$ cat src/fcc_consts.vh
// constants for the flash command controller
`ifndef FCC_CONSTS_VH
`define FCC_CONSTS_VH
// ****************************************************
// command operations requested on the user side
// ****************************************************
`define FCC_OP_READ 3'h0
`define FCC_OP_PROG 3'h1
`define FCC_OP_CHIP_ERASE 3'h2
`define FCC_OP_SECT_ERASE 3'h3
`define FCC_OP_LOCKOUT 3'h4
`define FCC_OP_ID_ENTRY 3'h5
`define FCC_OP_ID_EXIT3 3'h6
`define FCC_OP_ID_EXIT1 3'h7
// ****************************************************
// unlock addresses and command data
// ****************************************************
`define FCC_UNLOCK_ADDR1 17'h05555
`define FCC_UNLOCK_ADDR2 17'h02AAA
`define FCC_UNLOCK_DATA1 16'h00AA
`define FCC_UNLOCK_DATA2 16'h0055
`define FCC_CMD_ERASE_SETUP 16'h0080
`define FCC_CMD_CHIP_ERASE 16'h0010
`define FCC_CMD_SECT_ERASE 16'h0030
`define FCC_CMD_PROGRAM 16'h00A0
`define FCC_CMD_LOCKOUT 16'h0040
`define FCC_CMD_ID_ENTRY 16'h0090
`define FCC_CMD_ID_EXIT 16'h00F0
// ****************************************************
// address map
// ****************************************************
`define FCC_BOOT_LAST 17'h01FFF
`define FCC_SA_PARAM1 17'h03000
`define FCC_SA_PARAM2 17'h05000
`define FCC_SA_MAIN 17'h1F000
`define FCC_ID_MANUF_ADDR 17'h00000
`define FCC_ID_DEVICE_ADDR 17'h00001
`define FCC_ID_LOCK_ADDR 17'h00002
`define FCC_LOCK_BIT 0
`define FCC_POLL_BIT 7
`define FCC_TOGGLE_BIT 6
// ****************************************************
// timing in ns and derived cycles at 100 MHz
// ****************************************************
`define FCC_CLK_NS 10
`define FCC_WE_LOW_NS 15
`define FCC_WE_LOW_CYC ((`FCC_WE_LOW_NS + `FCC_CLK_NS - 1) / `FCC_CLK_NS + 1)
`define FCC_RD_NS 70
`define FCC_RD_CYC ((`FCC_RD_NS + `FCC_CLK_NS - 1) / `FCC_CLK_NS + 1)
`define FCC_RST_PULSE_NS 500
`define FCC_RST_PULSE_CYC ((`FCC_RST_PULSE_NS+`FCC_CLK_NS-1)/`FCC_CLK_NS)
`define FCC_RST_RECOV_NS 50
`define FCC_RST_RECOV_CYC ((`FCC_RST_RECOV_NS+`FCC_CLK_NS-1)/`FCC_CLK_NS)
`define FCC_POWERON_NS 5000000
`define FCC_POWERON_CYC ((`FCC_POWERON_NS+`FCC_CLK_NS-1)/`FCC_CLK_NS)
`define FCC_PROG_MAX_NS 50000
`define FCC_PROG_CYC (`FCC_PROG_MAX_NS / `FCC_CLK_NS)
`endif

$ cat src/fcc_flash_ctrl.v
// host controller driving a parallel command-set flash
`timescale 1ns/100ps
`include "fcc_consts.vh"
// Notes on behaviour
// - data read only with chip and output enable low
// - hold reset low at least minimum pulse
// - wait recovery after reset, reissue interrupted operation (the controller reissues nothing after a reset)
// - three-cycle or single-cycle exit leaves id mode
// - single F0 write exits id mode
// - sector addresses 03XXX, 05XXX, 1FXXX
module fcc_flash_ctrl #(
    parameter POWERON_CYC = `FCC_POWERON_CYC,
    parameter PROG_CYC = `FCC_PROG_CYC,
    parameter ERASE_TIMEOUT_CYC = 32'd50000000
) (
    input wire i_core_clk,
    input wire i_rst_n,
    input wire i_clk_en,
    input wire i_req,
    input wire [2:0] i_op,
    input wire [16:0] i_addr,
    input wire [15:0] i_wdata,
    input wire i_flash_rst_req,
    input wire [15:0] i_data_pins_in,
    output reg o_ready,
    output reg o_done,
    output reg o_error,
    output reg [15:0] o_rdata,
    output reg o_flash_ce_n,
    output reg o_flash_oe_n,
    output reg o_flash_we_n,
    output reg o_flash_reset_n,
    output reg [16:0] o_word_address,
    output reg [15:0] o_data_pins_out,
    output reg o_data_pins_oe
);
    // ****************************************************
    // states
    // ****************************************************
    localparam ST_IDLE = 7'h01;
    localparam ST_SEQ = 7'h02;
    localparam ST_POLL = 7'h04;
    localparam ST_RST = 7'h08;
    localparam ST_RECOV = 7'h10;
    localparam ST_READ = 7'h20;
    localparam ST_FIN = 7'h40;
    reg [6:0] state;
    reg [2:0] op;
    reg [16:0] addr;
    reg [15:0] wdata;
    reg [2:0] step;
    reg [31:0] tmr;
    reg [31:0] pon;
    reg have_prev;
    reg [15:0] prev;
    reg cyc_start;
    reg cyc_write;
    reg [16:0] cyc_addr;
    reg [15:0] cyc_data;
    wire cyc_busy;
    wire cyc_done;
    wire [15:0] cyc_rdata;
    wire [16:0] p_addr;
    wire [15:0] p_dq;
    wire p_oe;
    wire p_ce_n;
    wire p_oen;
    wire p_wen;
    // number of write cycles each operation except read issues
    function [2:0] seq_len;
        input [2:0] o;
        begin
            case (o)
                `FCC_OP_PROG: seq_len = 3'd4;
                `FCC_OP_CHIP_ERASE,
                `FCC_OP_SECT_ERASE,
                `FCC_OP_LOCKOUT: seq_len = 3'd6;
                `FCC_OP_ID_EXIT1: seq_len = 3'd1;
                default: seq_len = 3'd3;
            endcase
        end
    endfunction
    // ****************************************************
    // pin cycle engine
    // ****************************************************
    fcc_bus_cycle #(
        .WE_CYC(`FCC_WE_LOW_CYC),
        .RD_CYC(`FCC_RD_CYC)
    ) u_cyc (
        .i_core_clk(i_core_clk),
        .i_rst_n(i_rst_n),
        .i_ce(i_clk_en),
        .i_start(cyc_start),
        .i_write(cyc_write),
        .i_addr(cyc_addr),
        .i_data(cyc_data),
        .i_dq_in(i_data_pins_in),
        .o_busy(cyc_busy),
        .o_done(cyc_done),
        .o_rdata(cyc_rdata),
        .o_addr(p_addr),
        .o_dq_out(p_dq),
        .o_dq_oe(p_oe),
        .o_ce_n(p_ce_n),
        .o_oe_n(p_oen),
        .o_we_n(p_wen)
    );
    // ****************************************************
    // address and data of each sequence step
    // ****************************************************
    reg [16:0] s_addr;
    reg [15:0] s_data;
    always @* begin
        s_addr = `FCC_UNLOCK_ADDR1;
        s_data = `FCC_UNLOCK_DATA1;
        if (op == `FCC_OP_ID_EXIT1) begin
            s_addr = addr;
            s_data = `FCC_CMD_ID_EXIT;
        end else begin
            case (step)
                3'd1, 3'd4: begin
                    s_addr = `FCC_UNLOCK_ADDR2;
                    s_data = `FCC_UNLOCK_DATA2;
                end
                3'd2: begin
                    case (op)
                        `FCC_OP_PROG: s_data = `FCC_CMD_PROGRAM;
                        `FCC_OP_ID_ENTRY: s_data = `FCC_CMD_ID_ENTRY;
                        `FCC_OP_ID_EXIT3: s_data = `FCC_CMD_ID_EXIT;
                        default: s_data = `FCC_CMD_ERASE_SETUP;
                    endcase
                end
                3'd3: begin
                    if (op == `FCC_OP_PROG) begin
                        s_addr = addr;
                        s_data = wdata;
                    end
                end
                3'd5: begin
                    case (op)
                        `FCC_OP_SECT_ERASE: begin
                            s_addr = addr;
                            s_data = `FCC_CMD_SECT_ERASE;
                        end
                        `FCC_OP_LOCKOUT: s_data = `FCC_CMD_LOCKOUT;
                        default: s_data = `FCC_CMD_CHIP_ERASE;
                    endcase
                end
                default: s_data = `FCC_UNLOCK_DATA1;
            endcase
        end
    end
    wire is_erase = (op == `FCC_OP_CHIP_ERASE) || (op == `FCC_OP_SECT_ERASE);
    wire needs_poll = is_erase || (op == `FCC_OP_PROG);
    wire pon_done = (pon == 32'd0);
    // erased words read all ones; program target reads its data
    wire [15:0] poll_target = is_erase ? 16'hFFFF : wdata;
    // ****************************************************
    // sequencer
    // ****************************************************
    always @(posedge i_core_clk or negedge i_rst_n) begin
        if (!i_rst_n) begin
            state <= ST_RST;
            op <= `FCC_OP_READ;
            addr <= 17'h00000;
            wdata <= 16'h0000;
            step <= 3'd0;
            tmr <= 32'd0;
            pon <= 32'd0;
            have_prev <= 1'b0;
            prev <= 16'h0000;
            cyc_start <= 1'b0;
            cyc_write <= 1'b0;
            cyc_addr <= 17'h00000;
            cyc_data <= 16'h0000;
            o_ready <= 1'b0;
            o_done <= 1'b0;
            o_error <= 1'b0;
            o_rdata <= 16'h0000;
            o_flash_reset_n <= 1'b0;
            o_flash_ce_n <= 1'b1;
            o_flash_oe_n <= 1'b1;
            o_flash_we_n <= 1'b1;
            o_word_address <= 17'h00000;
            o_data_pins_out <= 16'h0000;
            o_data_pins_oe <= 1'b0;
        end else if (i_clk_en) begin
            // select and data outlast the write strobe's rise by a cycle
            o_flash_ce_n <= p_ce_n && o_flash_we_n;
            o_flash_oe_n <= p_oen;
            o_flash_we_n <= p_wen;
            o_word_address <= p_addr;
            o_data_pins_out <= p_dq;
            o_data_pins_oe <= p_oe || !o_flash_we_n;
            cyc_start <= 1'b0;
            o_done <= 1'b0;
            if (!pon_done)
                pon <= pon - 32'd1;
            case (state)
                ST_IDLE: begin
                    if (i_flash_rst_req) begin
                        o_ready <= 1'b0;
                        tmr <= 32'd0;
                        state <= ST_RST;
                    end else if (i_req) begin
                        o_ready <= 1'b0;
                        o_error <= 1'b0;
                        op <= i_op;
                        addr <= i_addr;
                        wdata <= i_wdata;
                        step <= 3'd0;
                        have_prev <= 1'b0;
                        tmr <= 32'd0;
                        state <= (i_op == `FCC_OP_READ) ? ST_READ : ST_SEQ;
                    end
                end
                ST_RST: begin
                    o_flash_reset_n <= 1'b0;
                    tmr <= tmr + 32'd1;
                    if (tmr >= `FCC_RST_PULSE_CYC) begin
                        o_flash_reset_n <= 1'b1;
                        tmr <= 32'd0;
                        state <= ST_RECOV;
                    end
                end
                ST_RECOV: begin
                    tmr <= tmr + 32'd1;
                    if (tmr >= `FCC_RST_RECOV_CYC) begin
                        if (pon == 32'd0 && !have_prev)
                            pon <= POWERON_CYC;
                        have_prev <= 1'b1;
                        o_ready <= 1'b1;
                        state <= ST_IDLE;
                    end
                end
                ST_READ: begin
                    if (!cyc_busy && !cyc_start && !cyc_done) begin
                        cyc_start <= 1'b1;
                        cyc_write <= 1'b0;
                        cyc_addr <= addr;
                    end
                    if (cyc_done) begin
                        o_rdata <= cyc_rdata;
                        state <= ST_FIN;
                    end
                end
                ST_SEQ: begin
                    if (needs_poll && !pon_done) begin
                    end else if (!cyc_busy && !cyc_start && !cyc_done) begin
                        cyc_start <= 1'b1;
                        cyc_write <= 1'b1;
                        cyc_addr <= s_addr;
                        cyc_data <= s_data;
                    end else if (cyc_done) begin
                        if (step == seq_len(op) - 3'd1) begin
                            tmr <= 32'd0;
                            state <= needs_poll ? ST_POLL : ST_FIN;
                        end else begin
                            step <= step + 3'd1;
                        end
                    end
                end
                ST_POLL: begin
                    tmr <= tmr + 32'd1;
                    if (!cyc_busy && !cyc_start && !cyc_done) begin
                        cyc_start <= 1'b1;
                        cyc_write <= 1'b0;
                        cyc_addr <= addr;
                    end
                    if (cyc_done) begin
                        have_prev <= 1'b1;
                        prev <= cyc_rdata;
                        // toggle stopped and poll bit equal to the target's poll bit means done
                        if (have_prev &&
                            prev[`FCC_TOGGLE_BIT] ==
                            cyc_rdata[`FCC_TOGGLE_BIT] &&
                            cyc_rdata[`FCC_POLL_BIT] ==
                            poll_target[`FCC_POLL_BIT]) begin
                            o_rdata <= cyc_rdata;
                            // locked boot words stay unchanged
                            o_error <= (cyc_rdata != poll_target) &&
                                !(op == `FCC_OP_SECT_ERASE);
                            state <= ST_FIN;
                        end else if (tmr >= (is_erase ? ERASE_TIMEOUT_CYC
                                     : PROG_CYC)) begin
                            o_error <= 1'b1;
                            o_rdata <= cyc_rdata;
                            state <= ST_FIN;
                        end
                    end
                end
                ST_FIN: begin
                    o_done <= 1'b1;
                    o_ready <= 1'b1;
                    state <= ST_IDLE;
                end
                default: state <= ST_IDLE;
            endcase
        end
    end
endmodule // fcc_flash_ctrl

$ cat src/fcc_bus_cycle.v
// one write or read cycle on the flash pins
`timescale 1ns/100ps
module fcc_bus_cycle #(
    parameter WE_CYC = 3,
    parameter RD_CYC = 8
) (
    input wire i_core_clk,
    input wire i_rst_n,
    input wire i_ce,
    input wire i_start,
    input wire i_write,
    input wire [16:0] i_addr,
    input wire [15:0] i_data,
    input wire [15:0] i_dq_in,
    output reg o_busy,
    output reg o_done,
    output reg [15:0] o_rdata,
    output reg [16:0] o_addr,
    output reg [15:0] o_dq_out,
    output reg o_dq_oe,
    output reg o_ce_n,
    output reg o_oe_n,
    output reg o_we_n
);
    reg [7:0] cnt;
    reg wr;
    always @(posedge i_core_clk or negedge i_rst_n) begin
        if (!i_rst_n) begin
            o_busy <= 1'b0;
            o_done <= 1'b0;
            o_rdata <= 16'h0000;
            o_addr <= 17'h00000;
            o_dq_out <= 16'h0000;
            o_dq_oe <= 1'b0;
            o_ce_n <= 1'b1;
            o_oe_n <= 1'b1;
            o_we_n <= 1'b1;
            cnt <= 8'h00;
            wr <= 1'b0;
        end else if (i_ce) begin
            o_done <= 1'b0;
            if (!o_busy) begin
                if (i_start) begin
                    o_busy <= 1'b1;
                    wr <= i_write;
                    o_addr <= i_addr;
                    o_dq_out <= i_data;
                    // bus driven only for writes, oe held high then
                    o_dq_oe <= i_write;
                    o_ce_n <= 1'b0;
                    o_oe_n <= i_write;
                    o_we_n <= ~i_write;
                    cnt <= i_write ? WE_CYC[7:0] : RD_CYC[7:0];
                end
            end else if (cnt != 8'h00) begin
                cnt <= cnt - 8'h01;
            end else begin
                if (!wr)
                    o_rdata <= i_dq_in;
                o_busy <= 1'b0;
                o_done <= 1'b1;
                o_ce_n <= 1'b1;
                o_oe_n <= 1'b1;
                o_we_n <= 1'b1;
                o_dq_oe <= 1'b0;
            end
        end
    end
endmodule // fcc_bus_cycle

$ cat config.mk
export PLATFORM = sky130hd
export DESIGN_NAME = fcc_flash_ctrl
export DESIGN_NICKNAME = d
export VERILOG_FILES = /design/src/fcc_flash_ctrl.v /design/src/fcc_bus_cycle.v
export VERILOG_INCLUDE_DIRS = /design/src
export SDC_FILE = /design/constraint.sdc
export NUM_CORES = 1
export LEC_CHECK = 0
export BUFFER_PORTS_ARGS = -buffer_cell sky130_fd_sc_hd__buf_2
export CAP_MARGIN = 20
export CORE_MARGIN = 10
export CORE_UTILIZATION = 35
export CTS_BUF_LIST = sky130_fd_sc_hd__clkbuf_2 sky130_fd_sc_hd__clkbuf_4 sky130_fd_sc_hd__clkbuf_8
export CTS_CLUSTER_DIAMETER = 150
export DETAILED_ROUTE_END_ITERATION = 12
export PLACE_DENSITY_LB_ADDON = 0.25
export SYNTH_ARGS = -nofsm -noshare
export SYNTH_HDL_FRONTEND = slang
export SYNTH_SLANG_ARGS = --single-unit
$ cat constraint.sdc
create_clock -name i_core_clk -period 3.85 [get_ports i_core_clk]
set_input_delay 0 -clock i_core_clk [delete_from_list [all_inputs] [get_ports i_core_clk]]
set_output_delay 0 -clock i_core_clk [all_outputs]
set_load 0.02 [all_outputs]
==> results of run 1 <==
## final timing paths
check                                         start                           end  slack [ps]  cells after the start
setup / recovery                  op[2]$_DFFE_PN0P_          state[5]$_DFFE_PN0P_         470                      9
min in group i_core_clk           i_data_pins_in[9]  u_cyc.o_rdata[9]$_DFFE_PN0P_         190                      4
hold reg to reg            u_cyc.o_ce_n$_DFFE_PN1P_      u_cyc.o_ce_n$_DFFE_PN1P_         460                      2
hold / removal                              i_rst_n           tmr[28]$_DFFE_PN0P_         100                      2
setup reg to reg                  op[2]$_DFFE_PN0P_          state[5]$_DFFE_PN0P_         470                      9
max in group asynchronous                   i_rst_n         wdata[11]$_DFFE_PN0P_        2730                      3
## cell families after synthesis
group	count (synthesis)	share of synthesized area [%]
AO/OA/AOI/OAI	247	11.9
buffers and inverters	94	3.02
XOR/XNOR	40	2.78
flip-flops	268	53.2
multiplexers	114	10.1
adder cells (fa/ha/maj)	17	1.67
AND/OR/NAND/NOR	452	17.3
## repair_timing
action | in CTS | in global routing
hold buffers | 57 | 0
buffers inserted | 0 | 0
resized for setup | 0 | 0
endpoints found under the hold margin | 164 | 0
## power by group through the flow
stage	clock network, mW	registers, mW	logic (mW)
final	2.91	4.21	2.38
after global routing	3.13	4.31	2.70
after CTS	2.99	4.20	2.36
after detailed placement	0	4.25	2.29
after global placement	0	4.23	2.25
after floorplan	0	4.05	1.71
## cell type report
class / instances / area [sq um]
Timing Repair Buffer: 187 / 1330
Inverter: 30 / 113
Fill cell: 3452 / 20200
Tap cell: 461 / 577
Sequential cell: 268 / 6720
Multi-Input combinational cell: 870 / 5520
Clock inverter: 6 / 86.3
Clock buffer: 79 / 981
## per-layer routing
layer	global-route usage (%)	vias to the layer above
met2	21.9	206
met5	0	-
li1	-	4722
met3	2.66	52
met1	20.9	4678
met4	3.77	0
## per-stage QoR
step,cells,instance area (sq um)
global route,1901,15300
finish,1901,15300
global placement,1757,13600
floorplan,1232,12600
detailed placement,1757,13600
CTS,1899,15300
## flip-flops by register name (all words and copies together), names as in the netlist, 3 cells and up
name	cells
cyc_addr	17
state	7
tmr	32
o_data_pins_out	16
u_cyc.o_addr	17
step	3
u_cyc.cnt	8
op	3
o_rdata	16
wdata	16
o_word_address	17
addr	17
cyc_data	16
u_cyc.o_rdata	16
u_cyc.o_dq_out	16
pon	32
## layout by cell type, fill, tap and decap left out, types with 6 or more instances in the layout
cell,synthesis,layout
a21o_1,12,12
a21oi_1,35,35
a22o_1,6,6
a31oi_1,10,10
and2_1,7,7
and3_1,16,16
buf_2,4,112
buf_4,0,13
clkbuf_4,0,17
clkbuf_8,0,62
dfrtp_1,261,261
dfstp_2,7,7
dlygate4sd3_1,0,57
ha_1,16,16
inv_1,29,29
mux2_2,104,104
nand2_1,207,207
nand2b_1,11,11
nand3_1,29,28
nand4_1,16,16
nand4b_1,7,7
nor2_1,57,56
nor2b_1,13,13
nor3_1,18,18
nor4_1,23,23
o21ai_0,119,119
o31ai_1,21,21
or2_2,8,8
or3_1,14,14
or4_1,8,8
xnor2_1,17,17
xor2_1,23,23
==> results.md, run 1 <==
* Area leader, netlist: dfrtp_1
* DP Worst Slack at a little over 500 ps
* VDD IR-drop max at slightly below 0.3 mV
* Share of post-route cells with drive strength above 1 at between 20% and 30%
* Top-count cell post-synth: dfrtp_1
* Slew margin rel. at 33.3%
* Diodes inserted at 0
* RePlAce Congestion at 0.831
* CP cell instances: or3_1, and2_1, ha_1, xor2_1, a211o_1, a21oi_1, a31oi_1, or4b_1, mux2_1
* Clock edge transition at the registers on the reported setup and hold paths at 60 ps
* Critical Path AT at 3800 ps
* Vias per cell at around 5.1
* Commonest cells post-synth: 261 x dfrtp_1, 207 x nand2_1, 119 x o21ai_0
* Main synth FF type: dfrtp_1
* Area of the core at approximately 0.036 sq mm
* Initial antenna violation count at 0
* Slowest CP cell: or4b_1
* Yosys top cell area share at 51.8%
* Met1 WL at 16.0 mm
* TNS Setup at 0 ps
* Setup-failing EPs final at 0
* WL met3 at 1.44 mm
* Total grt overflow at 0
* NetSw at approximately 3.1 mW
* DIE AREA at 0.0440 sq mm
* Worst Slack Setup Final at 475 ps
* Synth cell types at 67
* Top cells by area, synth: dfrtp_1 52%, mux2_2 9.3%, nand2_1 6.2%
* Largest net degree at the start of global routing at 115
* Worst Setup End Kind: flop
* CP max FO at 13
* Worst clock skew at ~18 ps
* Post-route DRC at 0
* Clock sink count at 268
* Power per Cell Area at 620 mW/mm^2
* Startpoint Class: flop
* CTS tree: done
* Worst Hold Class: input pin to async pin
* Async S/R FF share, synth at 100%
* Critical path type: flop to flop
* Total track usage at between 10% and 20%
* Sequential share of the synthesized area at 53.2%
* Total CTS buffers at 47
* Clock tree buffer depth at 3
* Post-Synthesis Cells at 1232
* Post-Synthesis Net Count at 1305
* First-pass GRT wire length at 53.7 mm
* Peak Freq at between 200 and 300 MHz
* Chip height at 210 um
* Required time of the critical path at 4280 ps
* Seq pwr share at 44.3%
* Cell Rows at 69
* Buf/Inv on CP at 0
* Vias in the first global route at 9587
* Routed Antenna Nets at 0
* Clk_lat worst skew at ~560 ps
* Final #Nets at 1477
* Detail Route met2 WL at 14.2 mm
* H-tree lvl count at 2
* Drt total wl at 32.2 mm
* Crit share post-route at 87.7%
* RSZ-0062 raised after global routing: no
* Final hold slack at 96.4 ps
* Mapped Area at 0.0126 sq mm
* Mean area per synthesized cell at 10.2 sq um
* YS warnings at 0
* Root Buffer: clkbuf_8
* Comb power frac at 25.1%
* Max Cap Viol at 0
* DRT Pass-1 Iters at 5
* Pint at 6.35 mW
* PortBufs at about 110
* Status: finished, final reports clean
* DR top layer: met4
* I/O pins at 114
* Max-slew violations at 0
* Final hold violations at 0
* Clock share of power at 30.6%
* Max stage delay on crit path at 760 ps
* Number of synthesized flops with an enable pin at 0
* Post-layout util at 43.1%
* Tmin final at 3380 ps
* Flops & latches, synth at 268
* Initial core utilization at 35.5%
* Detailed Route Iter0 Violations at 562
* Sw Ratio at 33.1%
* Layout area overhead at 21.5%
* LEAKAGE at 7.36 nW
* Die width at approximately 210 um
* PnR Total Power at ~9.5 mW
* Top Family by Delay on Critical Path: simple AND/OR/NAND/NOR gates
* DP Wirelength at 21.9 mm
* Via Count at 9658
* Worst Max-Slew Pin Slew at 1000 ps
* WL/cell at 17.0 um
Power figures use the tool's default switching activity.
==> inputs of run 2 (changes only) <==
Settings changed: ABC_AREA from default to 1, REMOVE_ABC_BUFFERS from default to 1.
==> results.md, run 2 <==
* Chip height at 218 um
* Die width at 218 um
* Number of synthesized flops with an enable pin at 0
* Vias per cell at 4.94
* Via Count at around 12000
* Final hold violations at 0
* Clk_lat worst skew at 590 ps
* Worst Max-Slew Pin Slew at around 1100 ps
* Worst Slack Setup Final at around 680 ps
* DRT Pass-1 Iters at 5
* Status: finished, final reports clean
* Max-slew violations at 0
* YS warnings at 0
* Required time of the critical path at 4300 ps
* CP cell instances: inv_1, nand3_2, nand2_2, buf_4, inv_2, nand2_1, nand2_1, inv_1, nand3_1, nor2_1, nand2_1, nand4_2, buf_4, nand3_2, nand2_1, nand2_1
* Synth cell types at 52
* Clock sink count at 268
* Post-CTS Setup Inserts at 0
* Clock edge transition at the registers on the reported setup and hold paths at 70 ps
* Total CTS buffers at 45
* DIE AREA at 0.0477 sq mm
* Critical Path AT at 3610 ps
* Post-Synthesis Cells at 1696
* Commonest cells post-synth: 457 x nand2_1, 261 x dfrtp_1, 189 x inv_1
* Clock tree buffer depth at 3
* Sequential share of the synthesized area at 48.7%
* Mapped Area at 0.0138 sq mm
* Cell count after placement at ~2300
* Max Cap Viol at 0
* Worst Hold Class: input pin to flop
* Final Non-Filler Cells at 2424
* Initial antenna violation count at 0
* Most frequent cells in the layout: 457 x nand2_1, 261 x dfrtp_1, 188 x inv_1
* Most common cell after layout, fill and taps aside: nand2_1
* Share of post-route cells with drive strength above 1 at 14.5%
* H-tree lvl count at 2
* Worst Setup End Kind: flop
* Slew margin rel. at around 28%
* RSZ-0062 raised after global routing: no
* WL/cell at around 16 um
* Final hold slack at a little over 50 ps
* Biggest regs: pon x32, tmr x32
* Slowest CP cell: dfrtp_1
* Most used cell, CP: nand2_1
* PortBufs at 113
* Async S/R FF share, synth at 100%
* Top-count cell post-synth: nand2_1
* I/O pins at 114
* Worst clock skew at 38.5 ps
* LEAKAGE at between 8 and 9 nW
* Final #Nets at around 2000
* RePlAce Congestion at 0.907
* Layout area overhead at 19.5%
* Crit share post-route at 82.2%
* Detailed Route Iter0 Violations at approximately 830
* Area of the core at ~0.039 sq mm
* VDD IR-drop max at between 0.2 and 0.3 mV
* DP Worst Slack at 754 ps
* Yosys top cell area share at 47.4%
* Startpoint Class: flop
* Total track usage at between 10% and 20%
* Drt total wl at 37.7 mm
* First-pass GRT wire length at 62.2 mm
* Max stage delay on crit path at 400 ps
* Number of fill cells in the layout at 3855
* Total grt overflow at 0
* Critical path type: flop to flop
* Routed Antenna Nets at 0
* CTS tree: done
* Main synth FF type: dfrtp_1
* Cell Rows at a little over 70
* Post-route DRC at 0
* Peak Freq at about 320 MHz
* Top cells by area, synth: dfrtp_1 47%, nand2_1 12%, inv_1 5.1%
* Power per Cell Area at approximately 640 mW/mm^2
* Flops & latches, synth at 268
* Buf/Inv on CP at 5
* Largest net degree at the start of global routing at 128
* Mean area per synthesized cell at 8.13 sq um
* Initial core utilization at 35.5%
* Area leader, netlist: dfrtp_1
* Setup-failing EPs final at 0
* CP max FO at 35
* Root Buffer: clkbuf_8
* Top Family by Delay on Critical Path: simple AND/OR/NAND/NOR gates
* Diodes inserted at 0
* Tmin final at ~3200 ps
* Resized cells post-CTS at 0
* Vias in the first global route at 11770
* DP Wirelength at 26.6 mm
==> run 2: cell types whose count changed after synthesis, sizes merged, moves of 14 or more <==
| cell | previous run | this run |
|---|---|---|
| mux2 | 109 | 11 |
| nor3 | 18 | 37 |
| inv | 30 | 205 |
| nand4 | 16 | 61 |
| nor2 | 57 | 155 |
| or3 | 15 | 0 |
| mux2i | 5 | 37 |
| a21oi | 35 | 55 |
| buf | 12 | 26 |
| nand3 | 29 | 72 |
| clkbuf | 52 | 29 |
| nand2 | 207 | 461 |
==> run 2: power by group <==
part	switching, mW	internal, mW
registers	0.677	3.76
logic	2.09	1.12
clock network	1.20	1.65
==> run 2: logic make-up (layout without fill, tap and decap cells) <==
group	after synthesis	count (layout)	synth area share [%]
AND/OR/NAND/NOR	809	809	25.6
flip-flops	268	268	48.7
buffers and inverters	265	475	7.70
AO/OA/AOI/OAI	245	245	10.1
multiplexers	48	48	3.59
XOR/XNOR	45	45	2.86
adder cells (fa/ha/maj)	16	16	1.45
==> run 2: worst paths after layout <==
path	cells after the start	startpoint	slack [ps]	to
min in group asynchronous	2	i_rst_n	110	o_word_address[13]$_DFFE_PN0P_
worst min-delay path	7	i_req	50	o_error$_DFFE_PN0P_
max in group asynchronous	3	i_rst_n	2700	u_cyc.o_dq_out[9]$_DFFE_PN0P_
worst min register to register	2	o_flash_oe_n$_DFFE_PN1P_	460	o_flash_oe_n$_DFFE_PN1P_
worst max register to register	16	op[2]$_DFFE_PN0P_	680	o_rdata[10]$_DFFE_PN0P_
worst max-delay path	16	op[2]$_DFFE_PN0P_	680	o_rdata[10]$_DFFE_PN0P_
==> run 2: repair_timing <==
item,CTS,global route
setup endpoints to repair,0,0
hold endpoints to repair,191,0
hold buffers,55,0
==> run 2: stage by stage <==
stage / power, mW / TNS, ps / utilization (%) / area (sq um)
2_1_floorplan: 6.58 / -91290 / - / 13500
3_3_place_gp: 7.56 / 0 / 38.3 / 14900
3_5_place_dp: 7.66 / 0 / 38.3 / 14900
4_1_cts: 10.6 / 0 / 42.4 / 16500
5_1_grt: 11.3 / 0 / 42.4 / 16500
6_report: 10.5 / 0 / 42.4 / 16500
==> run 2: cell type report <==
| type | count | area (sq um) | share of cell area [%] |
|---|---|---|---|
| sequential | 268 | 6720 | 40.8 |
| timing repair buffer | 184 | 1280 | 7.77 |
| inverter | 210 | 788 | 4.79 |
| clock buffer | 73 | 923 | 5.61 |
| tap | 518 | 648 | 3.94 |
| multi-input combinational | 1163 | 6020 | 36.6 |
| clock inverter | 8 | 92.6 | 0.562 |
==> run 2: metal layers <==
metal,up-vias,wire [um],track usage (%)
met4,0,748,4.61
li1,5919,-,-
met2,278,16800,23.9
met1,5720,18200,22.2
met5,-,0,0
met3,59,1870,2.87
==> run 2: tightest hold or removal path: stages <==
cell and delay [ps]:
buf_2 130, o21ai_0 160, nor2_1 60, nand2_1 50, inv_1 60, nand3_1 80, nand2_1 50
==> inputs of run 3 (changes only) <==
Clock period 3.85 ns to 2.9 ns, I/O delays scaled along.
==> results.md, run 3 (same netlist as run 2, synthesis figures left out) <==
* Status: finished, final reports clean
* Routed Antenna Nets at 0
* Clk_lat worst skew at a little under 600 ps
* RSZ-0062 raised after global routing: no
* DRT Pass-1 Iters at 5
* Final Non-Filler Cells at between 2000 and 2500
* Post-route DRC at 0
* Critical Path AT at between 3000 and 4000 ps
* DP Wirelength at ~27 mm
* Diodes inserted at 0
* Initial core utilization at 35.5%
* Worst Hold Class: input pin to async pin
* Tmin final at 2610 ps
* Root Buffer: clkbuf_8
* Via Count at about 12000
* First-pass GRT wire length at 63.2 mm
* Initial antenna violation count at 1
* TNS Setup at 0 ps
* Share of post-route cells with drive strength above 1 at 15.3%
* Critical path type: flop to flop
* RePlAce Congestion at 0.892
* Max-slew violations at 0
* Final hold violations at 0
* Vias in the first global route at 12039
* Worst Setup End Kind: flop
* Most common cell after layout, fill and taps aside: nand2_1
* DIE AREA at 0.0477 sq mm
* LEAKAGE at 8.28 nW
* Setup-failing EPs final at 0
* Total CTS buffers at 47
* Startpoint Class: flop
* Crit share post-route at roughly 90%
* WL/cell at 15.6 um
* Flop2flop setup slack at 290 ps
* Largest net degree at the start of global routing at 85
* Clock sink count at 268
* Slew margin rel. at 53.8%
* Layout area overhead at 20.2%
* Die width at between 200 and 250 um
* Number of fill cells in the layout at 3936
* Worst Max-Slew Pin Slew at 691 ps
* Peak Freq at 384 MHz
* I/O pins at 114
* Biggest regs: pon x32, tmr x32
* H-tree lvl count at 2
* Most frequent cells in the layout: 457 x nand2_1, 261 x dfrtp_1, 188 x inv_1
* Total grt overflow at 0
* CP max FO at 10
* Post-CTS Setup Inserts at 0
* Final #Nets at between 1500 and 2000
* PortBufs at 113
* Cell Rows at 72
* Clock edge transition at the registers on the reported setup and hold paths at 60 ps
* Drt total wl at 38.0 mm
* Total track usage at 16.0%
* Chip height at roughly 220 um
* CTS tree: done
* VDD IR-drop max at 0.400 mV
* Vias per cell at around 4.9
* Worst clock skew at 27.5 ps
* Power per Cell Area at 837 mW/mm^2
* Post-detailed-placement cell area at 0.0150 sq mm
* Clock tree buffer depth at 3
* Area of the core at 0.0388 sq mm
* Post-Layout Inst Area at between 0.015 and 0.02 sq mm
* Max Cap Viol at 0
* Detailed Route Iter0 Violations at 825
* Required time of the critical path at approximately 3400 ps
* Cell count after placement at 2307
run 3: layer usage:
metal	track usage (%)	share of wire [%]
met1	22.0	47
met2	25.2	45
met3	2.78	4.9
met4	4.47	2.2
met5	0	0.034
run 3: path summary, 6_finish.rpt:
path / start / cells past startpoint / end
setup / recovery: tmr[24]$_DFFE_PN0P_ / 9 / pon[5]$_DFFE_PN0P_
hold / removal: i_rst_n / 2 / o_word_address[11]$_DFFE_PN0P_
setup reg to reg: tmr[24]$_DFFE_PN0P_ / 9 / pon[5]$_DFFE_PN0P_
hold reg to reg: o_flash_oe_n$_DFFE_PN1P_ / 2 / o_flash_oe_n$_DFFE_PN1P_
max in group asynchronous: i_rst_n / 3 / u_cyc.o_rdata[0]$_DFFE_PN0P_
min in group i_core_clk: i_req / 7 / step[1]$_DFFE_PN0P_
run 3: stage by stage:
step                setup slack, ps  hold WS (ps)  power, mW  util (%)
global placement                275          25.3       10.1      38.8
finish                          293          2.91       13.9      42.7
detailed placement              246          28.4       10.3      38.8
global route                   34.9          35.2       15.0      42.7
CTS                             218          3.07       14.0      42.7
floorplan                     -3490          -296       8.74         -
run 3: final cells by class:
| type | instances | area (sq um) | area share, % |
|---|---|---|---|
| clock inverter | 6 | 61.3 | 0.370 |
| timing repair buffer | 203 | 1430 | 8.61 |
| clock buffer | 73 | 905 | 5.46 |
| multi-input combinational | 1163 | 6020 | 36.4 |
| tap | 518 | 648 | 3.91 |
| inverter | 210 | 791 | 4.77 |
| sequential | 268 | 6720 | 40.5 |
run 3: critical path: stages (launching register included):
cell and delay (ps):
dfrtp_1 520, nor2_1 290, nand2_1 90, nor3_1 240
nand2_1 100, nor2_1 300, nand3_1 170, nand3_1 420
o21ai_0 180, a21o_1 180
run 3: power breakdown:
part           switching [mW]  internal [mW]
Sequential              0.879           4.99
Combinational            2.82           1.56
Clock                    1.55           2.06
Total                    5.26           8.61
run 3: timing repair:
item / 4_1_cts / 5_1_grt
hold endpoints to repair: 300 / 0
hold buffers: 55 / 0
endpoints found under the setup margin: 0 / 15
resized for setup: 0 / 3
